$ cat src/rtl/aid_consts.vh
/*
 * datapath constants: op codes, flag positions, i/o indices, cycle counts.
 * assumes inclusion by bare name.
 */
`ifndef AID_CONSTS_VH
`define AID_CONSTS_VH

// operation codes
`define AID_OP_ADD 5'h00
`define AID_OP_ADD_CARRY 5'h01
`define AID_OP_ADD_IMM_TO_PAIR 5'h02
`define AID_OP_SUB 5'h03
`define AID_OP_SUBTRACT_IMM 5'h04
`define AID_OP_SUBTRACT_REGS_WITH_CARRY 5'h05
`define AID_OP_SUBTRACT_IMM_WITH_CARRY 5'h06
`define AID_OP_SUBTRACT_IMM_FROM_PAIR 5'h07
`define AID_OP_AND 5'h08
`define AID_OP_AND_WITH_IMM 5'h09
`define AID_OP_OR 5'h0a
`define AID_OP_OR_WITH_IMM 5'h0b
`define AID_OP_XOR_REGS 5'h0c
`define AID_OP_ONES_COMPLEMENT 5'h0d
`define AID_OP_TWOS_COMPLEMENT 5'h0e
`define AID_OP_SET_MASK_BITS 5'h0f
`define AID_OP_CLEAR_MASK_BITS 5'h10
`define AID_OP_INCREMENT 5'h11
`define AID_OP_DECREMENT_REG 5'h12
`define AID_OP_TEST_REG 5'h13
`define AID_OP_ZERO_REG 5'h14
`define AID_OP_IO_BIT_SET 5'h15
`define AID_OP_IO_BIT_CLEAR 5'h16
`define AID_OP_SKIP_IF_IO_BIT_ONE 5'h17
`define AID_OP_SKIP_IF_IO_BIT_ZERO 5'h18

// status flag bit positions
`define AID_FLAG_C 0
`define AID_FLAG_Z 1
`define AID_FLAG_N 2
`define AID_FLAG_V 3
`define AID_FLAG_S 4
`define AID_FLAG_H 5

// byte constants used by the operations
`define AID_ALL_ONES 8'hff
`define AID_ZERO_BYTE 8'h00
`define AID_MOST_POS 8'h7f
`define AID_MOST_NEG 8'h80

// i/o space indices and the write-one-to-clear entry
`define AID_IO_HI 6'h1f
`define AID_IO_ENTRIES 32
`define AID_SREG_IDX 6'h3f
`define AID_W1C_IDX 5'h0b
`define AID_W1C_MASK 8'h2f
`define AID_IO_RST 8'h00
`define AID_FLAGS_RST 8'h00

// cycles per operation class
`define AID_CYC_BYTE 1
`define AID_CYC_WORD 2
`define AID_CYC_BIT 2

`endif

$ cat src/rtl/aid_io_space.v
/*
 * bit-accessible i/o space: 32 byte entries in flip-flops, a bus write
 * port, a single-bit write port and two combinational read ports.
 * assumes peripheral flag set pulses come from logic on the same clock.
 */
`timescale 1ns/1ps
`default_nettype none
`include "aid_consts.vh"

module aid_io_space (
    input wire mclk,
    input wire rst,
    input wire wr_en,
    input wire [4:0] wr_idx,
    input wire [7:0] wr_data,
    input wire bit_en,
    input wire [4:0] bit_idx,
    input wire [2:0] bit_sel,
    input wire bit_val,
    input wire [7:0] hw_set,
    input wire [4:0] rd_a_idx,
    output wire [7:0] rd_a_data,
    input wire [4:0] rd_b_idx,
    output wire [7:0] rd_b_data
);
    wire [8*`AID_IO_ENTRIES-1:0] flat; // all entries side by side

    genvar gi;
    generate
        for (gi = 0; gi < `AID_IO_ENTRIES; gi = gi + 1) begin : g_ent
            reg [7:0] ent_reg; // stored byte
            reg [7:0] ent_next; // next byte
            wire [7:0] w1c_m; // bits that clear on a written one
            assign w1c_m = (gi == `AID_W1C_IDX) ? `AID_W1C_MASK : 8'h00;
            // whole-byte write, then single-bit write, then hardware set
            always @* begin
                ent_next = ent_reg;
                if (wr_en && wr_idx == gi) begin
                    // ordinary bits take data, flag bits clear on a one
                    ent_next = (wr_data & ~w1c_m) | (ent_reg & w1c_m & ~wr_data);
                end
                if (bit_en && bit_idx == gi) begin
                    // only the addressed bit moves; other flags stay put
                    if (w1c_m[bit_sel]) begin
                        if (bit_val)
                            ent_next[bit_sel] = 1'b0;
                    end else begin
                        ent_next[bit_sel] = bit_val;
                    end
                end
                // set wins over any clear in the same cycle
                ent_next = ent_next | (hw_set & w1c_m);
            end
            always @(posedge mclk) begin
                if (rst)
                    ent_reg <= `AID_IO_RST;
                else
                    ent_reg <= ent_next;
            end
            assign flat[8*gi +: 8] = ent_reg;
        end
    endgenerate

    // reads are combinational; the top registers what it needs
    assign rd_a_data = flat[{rd_a_idx, 3'b000} +: 8];
    assign rd_b_data = flat[{rd_b_idx, 3'b000} +: 8];
endmodule // aid_io_space

`default_nettype wire

$ cat src/rtl/aid_alu_datapath.v
/*
 * 8-bit execution unit: byte/word ops, status flags, low i/o bit access.
 * assumes one op per op_valid pulse while busy is low.
 */
// Strobed register access and the placing of the registers are this design's own decisions.
// What this block does
// - add two bytes, optional carry, five flags
// - pair plus immediate, flags with sign, two cycles
// - subtract register or immediate, five flags
// - subtract with carry, register or immediate
// - pair minus immediate, flags with sign, two cycles
// - and with register or immediate, z n v
// - or with register or immediate, z n v
// - xor two registers, z n v only
// - set mask bits by or, z n v
// - clear mask bits with inverted mask
// - test and-with-itself, flags only
// - low i/o range supports bit set/clear
// - skip tests read any low i/o bit
// - bit ops touch only the addressed bit
// - some flags of i/o entry 0x0b clear on written one
`timescale 1ns/1ps
`default_nettype none
`include "aid_consts.vh"

module aid_alu_datapath (
    input wire mclk,
    input wire rst,
    // decoder side
    input wire op_valid,
    input wire [4:0] op_code,
    input wire [7:0] op_a,
    input wire [7:0] op_b,
    input wire [7:0] op_imm,
    input wire [15:0] op_pair,
    input wire [4:0] op_io_idx,
    input wire [2:0] op_bit,
    output reg busy_reg,
    output reg res_valid_reg,
    output reg res_write_reg,
    output reg [15:0] res_word_reg,
    output reg skip_reg,
    output reg [7:0] flags_reg,
    // software side of the i/o space and status
    input wire [5:0] io_addr,
    input wire [7:0] io_wdata,
    input wire io_wr,
    input wire io_rd,
    output reg [7:0] io_rdata_reg,
    // peripheral flag set pulses for the write-one-to-clear entry
    input wire [7:0] hw_flag_set
);
    // one-hot states
    localparam [2:0] ST_IDLE = 3'b001;
    localparam [2:0] ST_WORD = 3'b010;
    localparam [2:0] ST_BIT = 3'b100;
    reg [2:0] state_reg; // control state
    reg [2:0] state_next;
    reg [4:0] op_reg; // operation held across cycles
    reg [4:0] op_next;
    reg [7:0] hi_reg; // high byte of the pair
    reg [7:0] hi_next;
    reg [7:0] lo_reg; // low result byte of the pair
    reg [7:0] lo_next;
    reg cy_reg; // carry or borrow from the low byte
    reg cy_next;
    reg [4:0] idx_reg; // i/o entry for the bit write
    reg [4:0] idx_next;
    reg [2:0] bit_reg; // bit position for the bit write
    reg [2:0] bit_next;
    reg bval_reg; // value for the bit write
    reg bval_next;
    reg [7:0] flags_next;
    reg [15:0] res_next;
    reg valid_next;
    reg write_next;
    reg skip_next;
    reg busy_next;
    // arithmetic scratch
    reg [7:0] b8; // second operand, register or immediate
    reg cin; // carry fed in
    reg [8:0] s9; // byte sum or difference with carry out
    reg [4:0] s5; // low nibble for half carry
    reg [7:0] r8; // byte result
    reg [7:0] h8; // high byte of the word result
    reg vflag; // overflow of the current operation
    // i/o space access
    wire bus_io_hit; // bus address in the bit-accessible range
    wire bus_sreg_hit; // bus address on the status register
    wire [7:0] io_bus_rd; // entry picked by the bus address
    wire [7:0] io_test_rd; // entry picked by the skip test
    wire bit_wr_en; // single-bit write this cycle
    assign bus_io_hit = (io_addr <= `AID_IO_HI);
    assign bus_sreg_hit = (io_addr == `AID_SREG_IDX);
    assign bit_wr_en = (state_reg == ST_BIT);
    aid_io_space u_io (
        .mclk(mclk),
        .rst(rst),
        .wr_en(io_wr && bus_io_hit),
        .wr_idx(io_addr[4:0]),
        .wr_data(io_wdata),
        .bit_en(bit_wr_en),
        .bit_idx(idx_reg),
        .bit_sel(bit_reg),
        .bit_val(bval_reg),
        .hw_set(hw_flag_set),
        .rd_a_idx(io_addr[4:0]),
        .rd_a_data(io_bus_rd),
        .rd_b_idx(op_io_idx),
        .rd_b_data(io_test_rd)
    );
    // next-state and datapath
    always @* begin
        state_next = state_reg;
        op_next = op_reg;
        hi_next = hi_reg;
        lo_next = lo_reg;
        cy_next = cy_reg;
        idx_next = idx_reg;
        bit_next = bit_reg;
        bval_next = bval_reg;
        flags_next = flags_reg;
        res_next = res_word_reg;
        valid_next = 1'b0;
        write_next = 1'b0;
        skip_next = 1'b0;
        busy_next = 1'b0;
        b8 = op_b;
        cin = 1'b0;
        s9 = 9'h000;
        s5 = 5'h00;
        r8 = `AID_ZERO_BYTE;
        h8 = `AID_ZERO_BYTE;
        vflag = 1'b0;
        // software writes the status register; an operation below overrides
        if (io_wr && bus_sreg_hit)
            flags_next = io_wdata;
        case (state_reg)
            ST_IDLE: begin
                if (op_valid) begin
                    // immediate forms take the constant as second operand
                    case (op_code)
                        `AID_OP_SUBTRACT_IMM, `AID_OP_SUBTRACT_IMM_WITH_CARRY,
                        `AID_OP_AND_WITH_IMM, `AID_OP_OR_WITH_IMM,
                        `AID_OP_SET_MASK_BITS: b8 = op_imm;
                        // inverted mask formed as all ones minus the mask
                        `AID_OP_CLEAR_MASK_BITS: b8 = `AID_ALL_ONES - op_imm;
                        default: b8 = op_b;
                    endcase
                    // carry in only for the with-carry forms
                    case (op_code)
                        `AID_OP_ADD_CARRY, `AID_OP_SUBTRACT_REGS_WITH_CARRY,
                        `AID_OP_SUBTRACT_IMM_WITH_CARRY: cin = flags_reg[`AID_FLAG_C];
                        default: cin = 1'b0;
                    endcase
                    valid_next = 1'b1;
                    write_next = 1'b1;
                    case (op_code)
                        `AID_OP_ADD, `AID_OP_ADD_CARRY: begin
                            s9 = {1'b0, op_a} + {1'b0, b8} + {8'h00, cin};
                            s5 = {1'b0, op_a[3:0]} + {1'b0, b8[3:0]} + {4'h0, cin};
                            r8 = s9[7:0];
                            vflag = (op_a[7] & b8[7] & ~r8[7]) | (~op_a[7] & ~b8[7] & r8[7]);
                            flags_next[`AID_FLAG_C] = s9[8];
                            flags_next[`AID_FLAG_H] = s5[4];
                        end
                        `AID_OP_SUB, `AID_OP_SUBTRACT_IMM,
                        `AID_OP_SUBTRACT_REGS_WITH_CARRY,
                        `AID_OP_SUBTRACT_IMM_WITH_CARRY: begin
                            // top bit of the wide difference is the borrow
                            s9 = {1'b0, op_a} - {1'b0, b8} - {8'h00, cin};
                            s5 = {1'b0, op_a[3:0]} - {1'b0, b8[3:0]} - {4'h0, cin};
                            r8 = s9[7:0];
                            vflag = (op_a[7] & ~b8[7] & ~r8[7]) | (~op_a[7] & b8[7] & r8[7]);
                            flags_next[`AID_FLAG_C] = s9[8];
                            flags_next[`AID_FLAG_H] = s5[4];
                        end
                        `AID_OP_AND, `AID_OP_AND_WITH_IMM,
                        `AID_OP_CLEAR_MASK_BITS: r8 = op_a & b8;
                        `AID_OP_OR, `AID_OP_OR_WITH_IMM: r8 = op_a | b8;
                        `AID_OP_SET_MASK_BITS: r8 = op_a | b8;
                        `AID_OP_XOR_REGS: r8 = op_a ^ op_b;
                        `AID_OP_TEST_REG: begin
                            // value only feeds the flags, nothing written back
                            r8 = op_a & op_a;
                            write_next = 1'b0;
                        end
                        `AID_OP_ONES_COMPLEMENT: begin
                            r8 = `AID_ALL_ONES - op_a;
                            flags_next[`AID_FLAG_C] = 1'b1;
                        end
                        `AID_OP_TWOS_COMPLEMENT: begin
                            r8 = `AID_ZERO_BYTE - op_a;
                            vflag = (r8 == `AID_MOST_NEG);
                            flags_next[`AID_FLAG_C] = (r8 != `AID_ZERO_BYTE);
                            flags_next[`AID_FLAG_H] = r8[3] | op_a[3];
                        end
                        `AID_OP_INCREMENT: begin
                            r8 = op_a + 8'h01;
                            vflag = (r8 == `AID_MOST_NEG);
                        end
                        `AID_OP_DECREMENT_REG: begin
                            r8 = op_a - 8'h01;
                            vflag = (r8 == `AID_MOST_POS);
                        end
                        `AID_OP_ZERO_REG: r8 = `AID_ZERO_BYTE;
                        `AID_OP_ADD_IMM_TO_PAIR,
                        `AID_OP_SUBTRACT_IMM_FROM_PAIR: begin
                            // low byte now, high byte next cycle
                            if (op_code == `AID_OP_ADD_IMM_TO_PAIR)
                                s9 = {1'b0, op_pair[7:0]} + {3'b000, op_imm[5:0]};
                            else
                                s9 = {1'b0, op_pair[7:0]} - {3'b000, op_imm[5:0]};
                            lo_next = s9[7:0];
                            cy_next = s9[8];
                            hi_next = op_pair[15:8];
                            op_next = op_code;
                            valid_next = 1'b0;
                            write_next = 1'b0;
                            busy_next = 1'b1;
                            state_next = ST_WORD;
                        end
                        `AID_OP_IO_BIT_SET, `AID_OP_IO_BIT_CLEAR: begin
                            // bit write lands in the second cycle
                            idx_next = op_io_idx;
                            bit_next = op_bit;
                            bval_next = (op_code == `AID_OP_IO_BIT_SET);
                            valid_next = 1'b0;
                            write_next = 1'b0;
                            busy_next = 1'b1;
                            state_next = ST_BIT;
                        end
                        `AID_OP_SKIP_IF_IO_BIT_ONE: begin
                            skip_next = io_test_rd[op_bit];
                            write_next = 1'b0;
                        end
                        `AID_OP_SKIP_IF_IO_BIT_ZERO: begin
                            skip_next = ~io_test_rd[op_bit];
                            write_next = 1'b0;
                        end
                        default: begin
                            // unknown code: no result, flags kept
                            valid_next = 1'b0;
                            write_next = 1'b0;
                        end
                    endcase
                    // z n v for every one-cycle byte operation
                    if (write_next || op_code == `AID_OP_TEST_REG) begin
                        res_next = {8'h00, r8};
                        flags_next[`AID_FLAG_Z] = (r8 == `AID_ZERO_BYTE);
                        flags_next[`AID_FLAG_N] = r8[7];
                        flags_next[`AID_FLAG_V] = vflag;
                    end
                end
            end
            ST_WORD: begin
                // high byte takes the carry or borrow of the low byte
                if (op_reg == `AID_OP_ADD_IMM_TO_PAIR) begin
                    h8 = hi_reg + {7'h00, cy_reg};
                    vflag = ~hi_reg[7] & h8[7];
                    flags_next[`AID_FLAG_C] = ~h8[7] & hi_reg[7];
                end else begin
                    h8 = hi_reg - {7'h00, cy_reg};
                    vflag = hi_reg[7] & ~h8[7];
                    flags_next[`AID_FLAG_C] = h8[7] & ~hi_reg[7];
                end
                // half carry is left alone for word operations
                flags_next[`AID_FLAG_Z] = ({h8, lo_reg} == 16'h0000);
                flags_next[`AID_FLAG_N] = h8[7];
                flags_next[`AID_FLAG_V] = vflag;
                flags_next[`AID_FLAG_S] = h8[7] ^ vflag;
                res_next = {h8, lo_reg};
                valid_next = 1'b1;
                write_next = 1'b1;
                state_next = ST_IDLE;
            end
            ST_BIT: begin
                // the i/o space performs the write this cycle
                valid_next = 1'b1;
                state_next = ST_IDLE;
            end
            default: state_next = ST_IDLE;
        endcase
    end

    // state and outputs
    always @(posedge mclk) begin
        if (rst) begin
            state_reg <= ST_IDLE;
            op_reg <= 5'h00;
            hi_reg <= 8'h00;
            lo_reg <= 8'h00;
            cy_reg <= 1'b0;
            idx_reg <= 5'h00;
            bit_reg <= 3'h0;
            bval_reg <= 1'b0;
            flags_reg <= `AID_FLAGS_RST;
            res_word_reg <= 16'h0000;
            res_valid_reg <= 1'b0;
            res_write_reg <= 1'b0;
            skip_reg <= 1'b0;
            busy_reg <= 1'b0;
        end else begin
            state_reg <= state_next;
            op_reg <= op_next;
            hi_reg <= hi_next;
            lo_reg <= lo_next;
            cy_reg <= cy_next;
            idx_reg <= idx_next;
            bit_reg <= bit_next;
            bval_reg <= bval_next;
            flags_reg <= flags_next;
            res_word_reg <= res_next;
            res_valid_reg <= valid_next;
            res_write_reg <= write_next;
            skip_reg <= skip_next;
            busy_reg <= busy_next;
        end
    end

    // bus read data, valid the cycle after the strobe only
    always @(posedge mclk) begin
        if (rst) begin
            io_rdata_reg <= 8'h00;
        end else if (io_rd) begin
            if (bus_io_hit)
                io_rdata_reg <= io_bus_rd;
            else if (bus_sreg_hit)
                io_rdata_reg <= flags_reg;
            else
                io_rdata_reg <= 8'h00; // unmapped reads zero
        end else begin
            io_rdata_reg <= 8'h00;
        end
    end
endmodule // aid_alu_datapath

`default_nettype wire

$ cat config.mk
export PLATFORM = sky130hd
export DESIGN_NAME = aid_alu_datapath
export DESIGN_NICKNAME = d
export VERILOG_FILES = /design/src/rtl/aid_io_space.v /design/src/rtl/aid_alu_datapath.v
export VERILOG_INCLUDE_DIRS = /design/src /design/src/rtl
export SDC_FILE = /design/constraint.sdc
export NUM_CORES = 1
export LEC_CHECK = 0
export BUFFER_PORTS_ARGS = -buffer_cell sky130_fd_sc_hd__buf_2
export CORE_MARGIN = 2
export CORE_UTILIZATION = 45
export DETAILED_ROUTE_END_ITERATION = 10
export PLACE_DENSITY = 0.59
export RECOVER_POWER = 25
export SLEW_MARGIN = 0
export SYNTH_ARGS = -nofsm -noshare
export SYNTH_HDL_FRONTEND = slang
export SYNTH_SLANG_ARGS = --single-unit
$ cat constraint.sdc
create_clock -name mclk -period 7.5 [get_ports mclk]
set_input_delay 1.5 -clock mclk [delete_from_list [all_inputs] [get_ports mclk]]
set_output_delay 1.5 -clock mclk [all_outputs]
set_load 0.05 [all_outputs]
Word level (Yosys, flattened, before mapping)

Memory sizes are Yosys's and may differ from the RTL's. A register that Yosys moved wholly into a read port is not among the register bits.
Cells that the tools add are included.

Bits of input ports: 80
Bits in registers: 326
Memories kept: 2
Output and inout port bits: 36
Bits in read-only memories: 16
Logic and storage cells: 545

Memory list:

| memory           | words | width | rd ports | clocked after Yosys merged registers in | write ports | RTL line          | source |
|---|---|---|---|---|---|---|---|
| (name not given) | 8     | 1     | 1        | 1                                       | 0           | aid_io_space.v:44 | `if (w1c_m[bit_sel]) begin` |
| (name not given) | 8     | 1     | 1        | 1                                       | 0           | aid_io_space.v:44 |  |

Add/subtract/negate cells: 17
Shift-type cells: 2
Reduce and logical (&&, ||, !) cells: 96
Muxes and demuxes: 211
Order comparisons: 4
Equal/unequal tests: 96
Bitwise logic cells: 68

Operators with widths:

| kind                | number |
|---|---|
| $mux 8              | 136 |
| $shiftx 256x9->8    | 2 |
| $and 8x8->8         | 34 |
| $bwmux 8            | 32 |
| $eq 5x5->1 const B  | 41 |
| $eq 5x4->1 const B  | 24 |
| $pmux 8 s10         | 1 |
| $logic_and 1x1->1   | 67 |
| $eq 5x3->1 const B  | 12 |
| $eq 5x2->1 const B  | 7 |
| $mux 16             | 2 |
| $pmux 16 s2         | 1 |
| $reduce_or 21->1    | 1 |
| $mux 1              | 20 |
| $reduce_or 18->1    | 1 |
| $eq 8x8->1 const B  | 2 |
| $logic_not 16->1    | 1 |
| $not 8->8           | 2 |
| $or 8x8->8          | 2 |
| $pmux 8 s2          | 1 |
| $sub 8x8->8 const A | 2 |
| $eq 5x1->1 const B  | 3 |
| $logic_not 5->1     | 3 |
| $mux 3              | 5 |
| other kinds (52)    | 92 |

Longest topological paths before layout

Word-level depth: 14
Mapped depth: 20
Depth with buffers taken out: 18

Cells and area by module

A second synthesis with hierarchy kept.

Cells, all modules: 2772
Area, all modules: 23704.0 um^2

Modules (own cells, without submodules):

| module           | area each (um^2) | cells an instance | sequential area each (um^2) | instances |
|---|---|---|---|---|
| aid_io_space     | 17316.6          | 1921              | 5124.9                      | 1 |
| aid_alu_datapath | 6387.4           | 851               | 1401.3                      | 1 |

Worst setup path before layout

OpenSTA, ideal clock, no wires.

Kind: in2reg
Start point: input op_code[3]
End point: register flags_reg[3]
Buffers on the path: 3
Setup time: 135 ps
Data arrival time: 5226 ps
Required time: 7365 ps
Stages: 19
Path slack: 2138 ps
Cell sequence: clkbuf_1 > buf_2 > nor4_1 > and2_1 > clkbuf_1 > o221ai_1 > o31ai_1 > inv_1 > ha_1 > inv_1 > ha_1 > nor4b_1 > a211o_1 > or4b_2 > o211a_1 > mux2i_1 > nor2_1 > a2111oi_0 > o22ai_1

Longest elaborated chain between the ends: 14
Elaborated cells between the ends (all ways): 55
Classes of those cells: 4 x add/sub; 18 x eq/ne; 13 x mux; 13 x bitwise; 7 x reduce/logical

Ends and longest elaborated chain:

| element                                           | RTL line                                       | source |
|---|---|---|
| start: declaration                                | aid_alu_datapath.v:31                          | `input wire [4:0] op_code,` |
| $eq 5x3->1 (tied with other cells)                | aid_alu_datapath.v:142, aid_alu_datapath.v:158 |  |
| $reduce_or 5->1                                   | aid_alu_datapath.v:142                         | `case (op_code)` |
| $pmux 8 s2                                        | aid_alu_datapath.v:142                         |  |
| $mux 8                                            | aid_alu_datapath.v:140                         | `if (op_valid) begin` |
| $mux 8                                            | aid_alu_datapath.v:138                         | `case (state_reg)` |
| $sub 8x8->9 / $add 8x8->9 (equally long branches) | aid_alu_datapath.v:171, aid_alu_datapath.v:160 |  |
| $sub 9x1->9 / $add 9x1->9 (equally long branches) | aid_alu_datapath.v:171, aid_alu_datapath.v:160 |  |
| $not 1->1 (on tied branches)                      | aid_alu_datapath.v:174, aid_alu_datapath.v:163 |  |
| $and 1x1->1 (on tied branches)                    | aid_alu_datapath.v:174, aid_alu_datapath.v:163 |  |
| $or 1x1->1 (on tied branches)                     | aid_alu_datapath.v:174, aid_alu_datapath.v:163 |  |
| $pmux 1 s5                                        | aid_alu_datapath.v:158                         | `case (op_code)` |
| $mux 3 *                                          | aid_alu_datapath.v:248                         | `` if (write_next \|\| op_code == `AID_OP_TEST_REG) begin `` |
| $mux 4 *                                          | aid_alu_datapath.v:140                         |  |
| $pmux 4 s2 *                                      | aid_alu_datapath.v:138                         |  |
| end signal: assignment                            | aid_alu_datapath.v:297                         | `` flags_reg <= `AID_FLAGS_RST; `` |
| end signal: assignment                            | aid_alu_datapath.v:312                         | `flags_reg <= flags_next;` |
| end: declaration                                  | aid_alu_datapath.v:43                          | `output reg [7:0] flags_reg,` |

Every way passes the cells marked *; elsewhere a longest branch is shown, timed or not. The select of a mux whose other input is x is not followed.
A chain may end at the register's enable or synchronous reset.

Final worst setup path

Start point: input op_code[4]
End point: register res_word_reg[6]

Longest elaborated chain between the ends: 13
Elaborated cells between the ends (all ways): 50
Classes of those cells: 4 x add/sub; 19 x eq/ne; 15 x mux; 2 x bitwise; 10 x reduce/logical

Ends and longest elaborated chain:

| element                                           | RTL line                                       | source |
|---|---|---|
| $eq 5x3->1 (tied with other cells)                | aid_alu_datapath.v:142, aid_alu_datapath.v:158 |  |
| $reduce_or 5->1                                   | aid_alu_datapath.v:142                         |  |
| $pmux 8 s2                                        | aid_alu_datapath.v:142                         |  |
| $mux 8                                            | aid_alu_datapath.v:140                         |  |
| $mux 8                                            | aid_alu_datapath.v:138                         |  |
| $sub 8x8->9 / $add 8x8->9 (equally long branches) | aid_alu_datapath.v:171, aid_alu_datapath.v:160 |  |
| $sub 9x1->9 / $add 9x1->9 (equally long branches) | aid_alu_datapath.v:171, aid_alu_datapath.v:160 |  |
| $pmux 8 s10                                       | aid_alu_datapath.v:158                         |  |
| $mux 8                                            | aid_alu_datapath.v:140                         |  |
| $mux 8                                            | aid_alu_datapath.v:138                         |  |
| $mux 16                                           | aid_alu_datapath.v:248                         |  |
| $mux 16                                           | aid_alu_datapath.v:140                         |  |
| $pmux 16 s2                                       | aid_alu_datapath.v:138                         |  |
| end signal: assignment                            | aid_alu_datapath.v:313                         | `res_word_reg <= res_next;` |
| end: declaration                                  | aid_alu_datapath.v:41                          | `output reg [15:0] res_word_reg,` |

Parallel ways exist; a longest one is shown, timed or not. The select of a mux whose other input is x is not followed.

==> metrics.cfg <==
[floorplanning]
rows=83
start_util=0.452
fp.dieW_um=231
core_um2=51100
die_h_um=231
fp.dieArea_um2=53200
ios=116

[synth]
synthCells=2784
synthMuxAreaShare=0.247
async_flop_share=0
synth_top_area_frac=0.283
synth_compound_area_frac=0.198
seq_area_frac_synth=0.283
synth_xor_xnor_area_share=0.0144
synth_seq_cells=327
yosys_warnings=0
synth_edf_count=0
syn_avg_cell_area_um2=8.30
synth_fa_ha_area_frac=0.0316
yosysUniqueCellTypes=81
synth.largest_area_cell=dfxtp_1
synth_top_family_by_area=multiplexers
synthTopCellsByArea=dfxtp_1 (28%), mux4_2 (14%), mux2i_1 (11%), nor2_1 (6.7%), a21oi_1 (6.0%)
syn_nets=2920
synth_area_um2=23100
synth-simple-area-share=0.168
ys.flop_type=dfxtp_1

[grt]
grt_start_max_net_pins=178
grt_pass1_vias=20400
grt_pass1_wl_um=130000
track_usage=0.317
overflow=0
antenna_found_initial=4

[drt]
wirelength_um=86600
drcViolationCount=0
wl_met3_um=8470
wl_met1_um=37000
route.top_layer_used=met5
viasPerCell=6.64
ant_nets=0
firstDrtPassIters=6
wire_per_inst_um=25.3
wl_met2_um=37900
vias=22700
drtIter0Drc=3076

[power_and_ir_drop]
vdd_drop_max_mv=0.134
clkPwrFrac=0.457
seqPwrFrac=0.404
pwr_density_cell_nw_per_um2=174
p_switching_uw=1240
sw_frac_of_total=0.283
p_leak_uw=0.00969
power.internal_uw=3150
power.total_uw=4390
p_comb_frac=0.139

[clock_tree]
clock_latency_ns=0.58
hold_buffers=0
clock-sinks=327
cts_tree=built
path_clk_slew_ns=0.06
cts_buffers=39
cts_max_path_buffers=3
cts_setup_buffers=0
cts-htree-levels=2
cts-root-buf=clkbuf_16
cts_resized=0

[sta]
worst_slew_pin_slew_ns=3.87
slew_violations=216
fin_crit_sh=0.828
rsz0062_at_grt=false
fin_tns_setup_ns=0
finalSetupViolations=0
finalHoldViolCount=0
fin_skew_ns=0.0245
min_period_ns=6.21
slew_headroom=-1.58
fmax_ghz=0.161

[setup_path]
start_kind=input port
criticalPathCategory=input port to register
cp_max_fo=38
setup.worst_path.end_class=register
worst_ep_required_time_ns=7.76
critPathArrivalTime_ns=6.47

[finish]
area.growth.synth_to_final_pct=9.08
final_common_cell=nor2_1
largest_reg_flops=256
final_cell_mix=nor2_1 (411), dfxtp_1 (326), a21oi_1 (279), nand2_1 (248), mux2i_1 (244)
num-nets-final=2844
drive_above_1_share=0.135

[placement]
hpwl_um=56200
io_buffers=112
gp_congestion=0.947

[worst_hold_path]
hp-class=register to register

[status]
status=complete, but fails checks
violations=max-capacitance violations, max-slew violations

[flow_run]
maxCapViolCount=2

==> critical path, stage by stage <==
cell,delay (ns)
clkbuf_1,1.07
and2_1,0.49
a211o_1,0.17
nand2_1,0.16
xor2_1,0.21
ha_1,0.17
a21o_1,0.12
inv_1,0.06
fa_1,0.43
a21boi_0,0.34
nor2_1,0.12
o21ai_0,0.33
xnor2_1,0.16
nor2_1,0.07
nor4_1,0.76
a211o_1,0.22
a21oi_1,0.06
==> power by group through the flow <==
stage / clock network, uW / logic [uW] / registers [uW]
2_1_floorplan: 0 / 412 / 1820
3_3_place_gp: 0 / 594 / 1810
3_5_place_dp: 0 / 601 / 1810
4_1_cts: 2020 / 603 / 1770
5_1_grt: 2090 / 657 / 1770
6_report: 2010 / 612 / 1770
==> routing by layer <==
layer	GRT usage	vias to the layer above
li1	-	10100
met1	0.461	11200
met2	0.474	1209
met3	0.0532	181
met4	0.109	4
met5	0	-
==> synthesized netlist by cell type (7+ instances only) <==
master	instances
nor2_1	415
dfxtp_1	327
a21oi_1	279
nand2_1	248
mux2i_1	244
clkbuf_1	242
a31oi_1	204
mux4_2	141
nand3_1	68
o21ai_0	62
a311oi_1	61
inv_1	55
ha_1	52
xnor2_1	28
nor3_1	23
buf_1	22
buf_2	17
nor2b_1	17
nand2b_1	14
nor3b_1	13
nor4_1	12
o211ai_1	12
or3_1	12
a22oi_1	11
xor2_1	10
a21o_1	9
and3_1	9
mux2_2	9
nand4_1	9
o31ai_1	9
a211oi_1	8
nand3b_1	8
o221ai_1	8
o22ai_1	8
a32oi_1	7
==> cell type report <==
type,count,area (um^2)
flip-flops and latches,327,6550
clock inverters,13,155
inverters,59,221
multi-input cells,2114,15300
clock buffers,58,1180
diodes,2,5.00
repair buffers,167,945
fillers,4847,25900
well taps,680,851
==> cells by family after synthesis <==
logic type | count (synthesis)
buf+inv | 343
mux | 394
compound gates | 737
flops | 327
xor+xnor | 38
fa+ha+maj | 56
simple gates | 889
==> through the flow <==
stage / hold WS (ns) / worst slack (ns) / utilization / instances / cell area, um^2
floorplan: 0.432 / 2.14 / - / 2784 / 23100
global placement: 0.444 / 1.20 / 0.469 / 3347 / 24000
detailed placement: 0.455 / 1.04 / 0.469 / 3347 / 24000
CTS: 0.463 / 1.60 / 0.495 / 3418 / 25300
global route: 0.479 / 0.937 / 0.493 / 3418 / 25200
finish: 0.467 / 1.29 / 0.494 / 3420 / 25200
==> worst paths after layout <==
path              cells after the start  slack, ns               to          from
setup / recovery                     17       1.29  res_word_reg[6]    op_code[4]
hold / removal                        2       0.47        op_reg[0]     op_reg[0]
setup reg to reg                     14       3.29  res_word_reg[6]  flags_reg[0]
hold reg to reg                       2       0.47        op_reg[0]     op_reg[0]
No activity file was read; power rests on OpenSTA's default activity.
